===== config.mk =====
export PLATFORM = sky130hd
export DESIGN_NAME = scp_dev_flat
export DESIGN_NICKNAME = d
export VERILOG_FILES = /design/src/pkg/scp_pkg.sv /design/src/pkg/scp_if.sv /design/src/hw/scp_dev.sv /design/src/flat_wrapper.sv
export SDC_FILE = /design/constraint.sdc
export NUM_CORES = 1
export LEC_CHECK = 0
export ABC_AREA = 1
export ABC_CLOCK_PERIOD_IN_PS = 3500
export BUFFER_PORTS_ARGS = -buffer_cell sky130_fd_sc_hd__buf_2
export CORE_MARGIN = 2
export CORE_UTILIZATION = 50
export DETAILED_ROUTE_END_ITERATION = 8
export PLACE_DENSITY = 0.64
export RECOVER_POWER = 100
export SLEW_MARGIN = 10
export SYNTH_ARGS = -nofsm -noshare
export SYNTH_HDL_FRONTEND = slang
export SYNTH_SLANG_ARGS = --single-unit

===== constraint.sdc =====
create_clock -name pclk -period 3.5 [get_ports pclk]
set_clock_uncertainty 0.05 [all_clocks]
set_input_delay 0.7 -clock pclk [delete_from_list [all_inputs] [get_ports pclk]]
set_output_delay 0.7 -clock pclk [all_outputs]
set_load 0.05 [all_outputs]

===== src/pkg/scp_pkg.sv =====
package scp_pkg;
   localparam int CLK_HZ = 50_000_000;
   localparam int BAUD = 9600;
   localparam int BIT_CYC = CLK_HZ / BAUD;
   localparam int MEAS_PERIOD_MS = 500;
   localparam int MEAS_CYC = (CLK_HZ / 1000) * MEAS_PERIOD_MS;

   localparam logic [7:0] CH_LF = 8'h0A;
   localparam logic [7:0] CH_CR = 8'h0D;
   localparam logic [7:0] CH_SP = 8'h20;
   localparam logic [7:0] CH_0 = 8'h30;
   localparam logic [7:0] CH_9 = 8'h39;
   localparam logic [7:0] CH_QMARK = 8'h3F;
   localparam logic [7:0] CH_K = 8'h4B;
   localparam logic [7:0] CH_M = 8'h4D;
   localparam logic [7:0] CH_QRY = 8'h51;
   localparam logic [7:0] CH_ZF = 8'h5A;
   localparam logic [7:0] CH_ZR = 8'h7A;

   localparam logic [1:0] MODE_CMD = 2'h0;
   localparam logic [1:0] MODE_STREAM = 2'h1;
   localparam logic [1:0] MODE_POLL = 2'h2;
   localparam logic [7:0] MASK_RST = 8'h06;
   localparam int MASK_FILT_BIT = 2;
   localparam int MASK_RAW_BIT = 1;
   localparam logic [2:0] LAST_DIGIT = 3'h4;

   localparam logic [7:0] A_TX = 8'h00;
   localparam logic [7:0] A_STAT = 8'h04;
   localparam logic [7:0] A_RX = 8'h08;
   localparam int ST_TXBUSY_BIT = 0;
   localparam int ST_RXVAL_BIT = 1;
   localparam int ST_RXOVR_BIT = 2;

   typedef enum logic [2:0] {
      GS_IDLE = 3'b000,
      GS_LEAD = 3'b001,
      GS_LET = 3'b010,
      GS_GAP = 3'b011,
      GS_DIG = 3'b100,
      GS_CR = 3'b101,
      GS_LF = 3'b110
   } scp_gen_t;

   function automatic logic [16:0] scp_pow10(input logic [2:0] idx);
      case (idx)
         3'h0: scp_pow10 = 17'h02710;
         3'h1: scp_pow10 = 17'h003E8;
         3'h2: scp_pow10 = 17'h00064;
         3'h3: scp_pow10 = 17'h0000A;
         default: scp_pow10 = 17'h00001;
      endcase
   endfunction

   function automatic logic scp_known(input logic [7:0] c);
      scp_known = c == CH_K || c == CH_M || c == CH_QRY || c == CH_ZF || c == CH_ZR;
   endfunction
endpackage

===== src/pkg/scp_if.sv =====
interface scp_if;
   logic h2d;
   logic d2h;
   modport dev (input h2d, output d2h);
   modport host (output h2d, input d2h);
endinterface


===== src/hw/scp_dev.sv =====
module scp_dev
   import scp_pkg::*;
#(
   parameter int BIT_CYC_P = BIT_CYC,
   parameter int MEAS_CYC_P = MEAS_CYC
) (
   input wire logic pclk,
   input wire logic presetn,
   scp_if.dev link,
   input wire logic iface_float,
   input wire logic nv_poll,
   input wire logic [15:0] filt_ppm,
   input wire logic [15:0] raw_ppm,
   output logic uart_on,
   output logic [1:0] mode,
   output logic [7:0] mask,
   output logic nv_wr,
   output logic nv_poll_val
);
   logic started;
   logic rx_busy, rx_stb;
   logic [15:0] rx_cnt;
   logic [3:0] rx_bit;
   logic [7:0] rx_sh, rx_byte;
   logic [2:0] ln_pos, ln_nd;
   logic [7:0] ln_cmd;
   logic ln_bad, ln_cr, ln_skip;
   logic [16:0] ln_val;
   logic [24:0] meas_cnt;
   logic [15:0] last_f, last_r;
   logic rep_pend, pend, p_nd;
   logic [7:0] p_l;
   logic [16:0] p_v;
   scp_gen_t gs;
   logic slot, g_e1, g_nd;
   logic [7:0] g_l0, g_l1;
   logic [16:0] g_v0, g_v1, rem;
   logic [3:0] dig;
   logic [2:0] didx;
   logic tx_busy, tx_q;
   logic [15:0] tx_cnt;
   logic [3:0] tx_bit;
   logic [9:0] tx_sh;

   assign link.d2h = tx_q;

   wire [15:0] bit_last = 16'(BIT_CYC_P - 1);
   wire is_dig = rx_byte >= CH_0 && rx_byte <= CH_9;
   wire [16:0] acc = 17'(ln_val * 17'h0000A + {13'h0000, rx_byte[3:0]});
   wire end_ln = rx_stb && rx_byte == CH_LF;
   wire line_go = end_ln && !ln_skip && ln_pos != 3'h0;
   wire arg_ok = ln_cr && !ln_bad && ln_pos >= 3'h3;
   wire bare_ok = ln_cr && !ln_bad && ln_pos == 3'h1 && mode != MODE_CMD;
   wire cmd_k = ln_cmd == CH_K && arg_ok && ln_val <= 17'h00002;
   wire cmd_m = ln_cmd == CH_M && arg_ok && ln_val <= 17'h000FF;
   wire cmd_q = ln_cmd == CH_QRY && bare_ok;
   wire cmd_zf = ln_cmd == CH_ZF && bare_ok;
   wire cmd_zr = ln_cmd == CH_ZR && bare_ok;
   wire trig = rx_stb && ln_pos == 3'h0 && mode != MODE_CMD && !scp_known(rx_byte)
      && rx_byte != CH_CR && rx_byte != CH_LF;
   wire meas_tick = uart_on && mode != MODE_CMD && meas_cnt == 25'(MEAS_CYC_P - 1);
   wire take_pend = gs == GS_IDLE && pend;
   wire take_rep = gs == GS_IDLE && !pend && rep_pend;
   wire has_field = mask[MASK_FILT_BIT] || mask[MASK_RAW_BIT];
   wire [16:0] pw = scp_pow10(didx);
   wire dig_more = gs == GS_DIG && rem >= pw;
   wire send_now = !tx_busy && gs != GS_IDLE && !dig_more;
   wire [7:0] cur_l = slot ? g_l1 : g_l0;
   wire [7:0] gbyte = gs == GS_LET ? cur_l :
                      gs == GS_DIG ? CH_0 + {4'h0, dig} :
                      gs == GS_CR ? CH_CR :
                      gs == GS_LF ? CH_LF : CH_SP;

   // Receiver samples mid-bit; a false start or bad stop drops the byte
   always_ff @(posedge pclk or negedge presetn) begin
      if (!presetn) begin
         rx_busy <= 1'b0;
         rx_cnt <= 16'h0000;
         rx_bit <= 4'h0;
         rx_sh <= 8'h00;
         rx_byte <= 8'h00;
         rx_stb <= 1'b0;
      end else begin
         rx_stb <= 1'b0;
         if (!rx_busy) begin
            if (uart_on && !link.h2d) begin
               rx_busy <= 1'b1;
               rx_cnt <= 16'(BIT_CYC_P / 2);
               rx_bit <= 4'h0;
            end
         end else if (rx_cnt != 16'h0000) begin
            rx_cnt <= rx_cnt - 16'h0001;
         end else begin
            rx_cnt <= bit_last;
            rx_bit <= rx_bit + 4'h1;
            if (rx_bit == 4'h0 && link.h2d) begin
               rx_busy <= 1'b0;
            end else if (rx_bit == 4'h9) begin
               rx_busy <= 1'b0;
               rx_stb <= link.h2d;
               rx_byte <= rx_sh;
            end else if (rx_bit != 4'h0) begin
               rx_sh <= {link.h2d, rx_sh[7:1]};
            end
         end
      end
   end

   // Line parser: letter, space, up to five digits, CR, LF
   always_ff @(posedge pclk or negedge presetn) begin
      if (!presetn) begin
         ln_pos <= 3'h0;
         ln_nd <= 3'h0;
         ln_cmd <= 8'h00;
         ln_bad <= 1'b0;
         ln_cr <= 1'b0;
         ln_skip <= 1'b0;
         ln_val <= 17'h00000;
      end else if (rx_stb) begin
         if (rx_byte == CH_LF) begin
            ln_pos <= 3'h0;
            ln_nd <= 3'h0;
            ln_bad <= 1'b0;
            ln_cr <= 1'b0;
            ln_skip <= 1'b0;
            ln_val <= 17'h00000;
         end else if (rx_byte == CH_CR) begin
            ln_cr <= 1'b1;
         end else begin
            ln_cr <= 1'b0;
            if (ln_cr) begin
               ln_bad <= 1'b1;
            end
            if (ln_pos != 3'h7) begin
               ln_pos <= ln_pos + 3'h1;
            end
            if (ln_pos == 3'h0) begin
               ln_cmd <= rx_byte;
               ln_skip <= trig;
            end else if (ln_pos == 3'h1) begin
               if (rx_byte != CH_SP) begin
                  ln_bad <= 1'b1;
               end
            end else if (is_dig && ln_nd < 3'h5) begin
               ln_val <= acc;
               ln_nd <= ln_nd + 3'h1;
            end else begin
               ln_bad <= 1'b1;
            end
         end
      end
   end

   // Command execution; the power-up capture happens on the first edge
   always_ff @(posedge pclk or negedge presetn) begin
      if (!presetn) begin
         started <= 1'b0;
         uart_on <= 1'b0;
         mode <= MODE_STREAM;
         mask <= MASK_RST;
         nv_wr <= 1'b0;
         nv_poll_val <= 1'b0;
         pend <= 1'b0;
         p_nd <= 1'b0;
         p_l <= 8'h00;
         p_v <= 17'h00000;
      end else begin
         nv_wr <= 1'b0;
         if (!started) begin
            started <= 1'b1;
            uart_on <= iface_float;
            mode <= nv_poll ? MODE_POLL : MODE_STREAM;
         end
         if (take_pend) begin
            pend <= 1'b0;
         end
         if (line_go && !cmd_q) begin
            pend <= 1'b1;
            p_nd <= 1'b0;
            if (cmd_k) begin
               mode <= ln_val[1:0];
               p_l <= CH_K;
               p_v <= ln_val;
               if (ln_val != 17'h00000) begin
                  nv_wr <= 1'b1;
                  nv_poll_val <= ln_val[1];
               end
            end else if (cmd_m) begin
               mask <= ln_val[7:0];
               p_l <= CH_M;
               p_v <= ln_val;
            end else if (cmd_zf || cmd_zr) begin
               p_l <= ln_cmd;
               p_v <= {1'b0, cmd_zf ? last_f : last_r};
            end else begin
               p_l <= CH_QMARK;
               p_nd <= 1'b1;
            end
         end
      end
   end

   // No measurement in mode 0 or with uart_on low; otherwise one result every period
   always_ff @(posedge pclk or negedge presetn) begin
      if (!presetn) begin
         meas_cnt <= 25'h0000000;
         last_f <= 16'h0000;
         last_r <= 16'h0000;
         rep_pend <= 1'b0;
      end else begin
         if (!uart_on || mode == MODE_CMD) begin
            meas_cnt <= 25'h0000000;
         end else if (meas_tick) begin
            meas_cnt <= 25'h0000000;
            last_f <= filt_ppm;
            last_r <= raw_ppm;
         end else begin
            meas_cnt <= meas_cnt + 25'h0000001;
         end
         if (take_rep) begin
            rep_pend <= 1'b0;
         end
         if ((meas_tick && mode == MODE_STREAM) || trig || (line_go && cmd_q)) begin
            rep_pend <= 1'b1;
         end
      end
   end

   // Response generator; decimal digits by repeated subtraction
   always_ff @(posedge pclk or negedge presetn) begin
      if (!presetn) begin
         gs <= GS_IDLE;
         slot <= 1'b0;
         g_e1 <= 1'b0;
         g_nd <= 1'b0;
         g_l0 <= 8'h00;
         g_l1 <= 8'h00;
         g_v0 <= 17'h00000;
         g_v1 <= 17'h00000;
         rem <= 17'h00000;
         dig <= 4'h0;
         didx <= 3'h0;
      end else if (take_pend) begin
         g_l0 <= p_l;
         g_v0 <= p_v;
         g_e1 <= 1'b0;
         g_nd <= p_nd;
         slot <= 1'b0;
         gs <= GS_LEAD;
      end else if (take_rep && has_field) begin
         g_l0 <= mask[MASK_FILT_BIT] ? CH_ZF : CH_ZR;
         g_v0 <= {1'b0, mask[MASK_FILT_BIT] ? last_f : last_r};
         g_l1 <= CH_ZR;
         g_v1 <= {1'b0, last_r};
         g_e1 <= mask[MASK_FILT_BIT] && mask[MASK_RAW_BIT];
         g_nd <= 1'b0;
         slot <= 1'b0;
         gs <= GS_LEAD;
      end else if (dig_more) begin
         rem <= 17'(rem - pw);
         dig <= dig + 4'h1;
      end else if (send_now) begin
         unique case (gs)
            GS_LEAD: gs <= GS_LET;
            GS_LET: gs <= g_nd ? GS_CR : GS_GAP;
            GS_GAP: begin
               gs <= GS_DIG;
               rem <= slot ? g_v1 : g_v0;
               dig <= 4'h0;
               didx <= 3'h0;
            end
            GS_DIG: begin
               dig <= 4'h0;
               didx <= didx + 3'h1;
               if (didx == LAST_DIGIT) begin
                  slot <= 1'b1;
                  gs <= (!slot && g_e1) ? GS_LEAD : GS_CR;
               end
            end
            GS_CR: gs <= GS_LF;
            GS_LF: gs <= GS_IDLE;
            default: gs <= GS_IDLE;
         endcase
      end
   end

   // Transmitter: start, eight data bits LSB first, stop
   always_ff @(posedge pclk or negedge presetn) begin
      if (!presetn) begin
         tx_busy <= 1'b0;
         tx_q <= 1'b1;
         tx_cnt <= 16'h0000;
         tx_bit <= 4'h0;
         tx_sh <= 10'h3FF;
      end else if (!tx_busy) begin
         if (send_now) begin
            tx_busy <= 1'b1;
            tx_q <= 1'b0;
            tx_sh <= {1'b1, gbyte, 1'b0};
            tx_cnt <= bit_last;
            tx_bit <= 4'h0;
         end
      end else if (tx_cnt != 16'h0000) begin
         tx_cnt <= tx_cnt - 16'h0001;
      end else if (tx_bit == 4'h9) begin
         tx_busy <= 1'b0;
      end else begin
         tx_cnt <= bit_last;
         tx_bit <= tx_bit + 4'h1;
         tx_q <= tx_sh[1];
         tx_sh <= {1'b1, tx_sh[9:1]};
      end
   end
endmodule


===== src/flat_wrapper.sv =====
// flat-port wrapper written by rule: the top's interface ports become plain ports
module scp_dev_flat import scp_pkg::*;
#(
   parameter int BIT_CYC_P = BIT_CYC,
   parameter int MEAS_CYC_P = MEAS_CYC
)
  (pclk, presetn, iface_float, nv_poll, filt_ppm, raw_ppm, uart_on, mode, mask, nv_wr, nv_poll_val, link_h2d, link_d2h);
  scp_if link_i ();
  input wire logic pclk;
  input wire logic presetn;
  input wire logic iface_float;
  input wire logic nv_poll;
  input wire logic [15:0] filt_ppm;
  input wire logic [15:0] raw_ppm;
  output logic uart_on;
  output logic [1:0] mode;
  output logic [7:0] mask;
  output logic nv_wr;
  output logic nv_poll_val;
  input wire logic [$bits(link_i.h2d)-1:0] link_h2d;
  output wire logic [$bits(link_i.d2h)-1:0] link_d2h;
  assign link_i.h2d = link_h2d;
  assign link_d2h = link_i.d2h;
  scp_dev #(.BIT_CYC_P(BIT_CYC_P), .MEAS_CYC_P(MEAS_CYC_P)) u_core (.pclk(pclk), .presetn(presetn), .link(link_i), .iface_float(iface_float), .nv_poll(nv_poll), .filt_ppm(filt_ppm), .raw_ppm(raw_ppm), .uart_on(uart_on), .mode(mode), .mask(mask), .nv_wr(nv_wr), .nv_poll_val(nv_poll_val));
endmodule

==> run metrics <==
Post-Route WL 38.8 mm; DR vias/cell 5.42; total clock sinks 273; Leak Pwr 8.52 nW; period utilisation layout 92.0%; CTS buffer count 30; Worst EP required 3.92 ns; htree depth 1; CP max FO 35; Setup crit start kind flip-flop; outcome finished, violations left; CTS Hold Buffers Added 0; combinational family with the most area after synthesis simple AND/OR/NAND/NOR gates; xor and xnor area share after synthesis 2.62%; Clk pwr share 44.8%; #FFs+latches synth 273; Layout area overhead 9.80%; Total Nets Final 2196; multiplexer area fraction after synthesis 0.0718%; via count 13600; Starting Density 51.0%; cell count after placement 2458; DIE AREA 32800 µm²; Internal 5.26 mW; Clock Latency Late Sink 0.56 ns; ANT cells 0; endpoints failing setup 0; combinational share of power 7.1%; DRT iter0 DRCs 954; setup TNS 0 ns; RSZ-0062 raised after global routing false; FMAX 311 MHz; initial antenna violation count 0; Tightest Pin Transition 1.91 ns; number of synthesized flops with an enable pin 0; drt first pass iters 5; Worst EP arrival 3.64 ns; Clk Tree Root Cell clkbuf_16; gpl congestion 0.871; Crit Path Class flip-flop to flip-flop; FFs w/ async S/R, synth 100%; Port Buf Inserts 50; simple-gate portion of the synthesized area 27.2%; global-route usage over all layers 24.0%; Placement Rows 64; Cell Area, Synth 15700 µm²; layout cells sized above 1 7.65%; core area 30700 µm²; post-synthesis adder-cell area fraction 5.33%; first-pass GRT wire length 65.6 mm; Mapped Nets 2153; CTS clk-pin slew, worst paths 0.06 ns; power share of the sequential group 48.1%; CTS tree built; DR WL/cell 15.4 µm; post-route ant nets 0; Net Sw Frac 24.9%; most common cell after layout, fill and taps aside nand2_1; setup slack at placement 0.149 ns; Mean Syn Cell Area 7.65 µm²; die height 181 µm; Final Slew Violations 72; synth unique cells 58; Clock Path Buffers 3; failing checks max-capacitance violations, max-slew violations; endpoint class of the critical path flip-flop; Main synth FF type dfrtp_1; commonest cells after routing, fill and taps aside 515 x nand2_1, 270 x inv_1, 261 x dfrtp_1; # IOs 51; minimum clock period 3.22 ns; # DRC 0; final instance count without filler cells 2513; die width 181 µm; sequential area share after synthesis 43.6%; Synth Instances 2051; largest net degree at the start of global routing 75; final hold violation count 0; net switching power figure 1.75 mW; Final WS setup 0.279 ns; Max rail drop VDD 0.000400 V; post-CTS setup buffer count 0; dpl hpwl 28.1 mm; yosys warns 0; vias in the first global route 13100; Max Cap Viol 1; Pwr per Cell Area 407 nW/µm²; Synth Area in Compound Gates 12.6%; Rel. slew slack -27.0%; worst min-delay path category input port to flip-flop; GRT Residual Overflow 0
==> routing by layer <==
| layer | track usage, % | up-vias | share of wire (%) |
|---|---|---|---|
| met2 | 39.7 | 272 | 46 |
| li1 | - | 6825 | - |
| met3 | 2.16 | 55 | 3.6 |
| met5 | 0 | - | 0 |
| met1 | 34.1 | 6469 | 48 |
| met4 | 5.89 | 0 | 2.2 |
==> power by group through the flow <==
stage          combinational (mW)  clock [mW]  sequential [mW]
5_1_grt                     0.582        3.33             3.38
6_report                    0.498        3.14             3.37
2_1_floorplan               0.329           0             3.41
4_1_cts                     0.510        3.20             3.37
3_5_place_dp                0.506           0             3.42
3_3_place_gp                0.492           0             3.42
==> cell type report <==
type | instances | area (µm²)
inverters | 283 | 1060
well taps | 396 | 495
clock inverters | 14 | 144
fillers | 2975 | 13500
repair buffers | 71 | 378
clock buffers | 41 | 832
flip-flops and latches | 273 | 6850
multi-input cells | 1435 | 7470
==> final timing paths <==
check                      slack, ns           start  depth (start not counted)                 end
setup / recovery                0.28  u_core.mode[0]                         10   u_core.last_f[12]
hold reg to reg                 0.40   u_core.p_l[3]                          2       u_core.p_l[3]
max in group asynchronous       0.81         presetn                          2  u_core.meas_cnt[7]
hold / removal                  0.28     raw_ppm[10]                          3   u_core.last_r[10]
min in group asynchronous       0.60         presetn                          1      u_core.rem[14]
setup reg to reg                0.28  u_core.mode[0]                         10   u_core.last_f[12]
==> stage by stage <==
step	utilization, %	total power, mW	hold WS [ns]	cell area [µm²]
floorplan	-	3.74	0.354	15700
global placement	53.2	3.91	0.385	16400
detailed placement	53.2	3.93	0.387	16400
CTS	56.4	7.08	0.0622	17300
global route	56.0	7.30	0.275	17200
finish	56.0	7.01	0.280	17200
==> cell usage after synthesis, drive strengths merged, types with 22 or more instances <==
cell type | n | area share (%)
ha | 62 | 4.9
nand3 | 128 | 4.2
clkbuf | 38 | 0.91
buf | 22 | 0.83
xor2 | 38 | 2.1
nand4 | 51 | 2.1
dfrtp | 261 | 42
nor3 | 46 | 1.6
inv | 283 | 6.8
o21ai | 208 | 6.7
a21oi | 65 | 2.1
nand2 | 521 | 13
nor2 | 179 | 4.7
==> cells by family after synthesis <==
| group | count (synthesis) |
|---|---|
| XOR/XNOR | 47 |
| flip-flops | 273 |
| buffers and inverters | 343 |
| other | 1 |
| adder cells (fa/ha/maj) | 65 |
| AO/OA/AOI/OAI | 351 |
| multiplexers | 1 |
| AND/OR/NAND/NOR | 970 |
==> sequential cells by signal, indices dropped and copies added, names as in the netlist, 4 cells and up <==
| register | cells |
|---|---|
| u_core.last_r | 16 |
| u_core.ln_val | 17 |
| u_core.p_l | 8 |
| u_core.dig | 4 |
| u_core.tx_sh | 8 |
| u_core.rx_byte | 8 |
| u_core.tx_bit | 4 |
| u_core.g_v1 | 16 |
| u_core.g_l0 | 8 |
| u_core.g_v0 | 17 |
| u_core.rem | 17 |
| u_core.mask | 8 |
| u_core.rx_sh | 8 |
| u_core.rx_bit | 4 |
| u_core.last_f | 16 |
| u_core.ln_cmd | 8 |
| u_core.tx_cnt | 16 |
| u_core.rx_cnt | 16 |
| u_core.p_v | 17 |
| u_core.meas_cnt | 25 |
==> repair_timing <==
item                       in CTS  in global routing
resized for setup               0                  2
hold endpoints to repair        0                  0
setup endpoints to repair       0                 14
==> worst max-delay path: stages (launching register included) <==
cell and delay (ns):
dfstp_1 0.58, inv_1 0.05, nand2_1 0.15, nand2_1 0.35, inv_1 0.36, nand3_1 0.11, buf_4 0.22, inv_1 0.72
clkbuf_2 0.35, nand2_1 0.09, o21ai_0 0.08
Power figures use the tool's default switching activity.
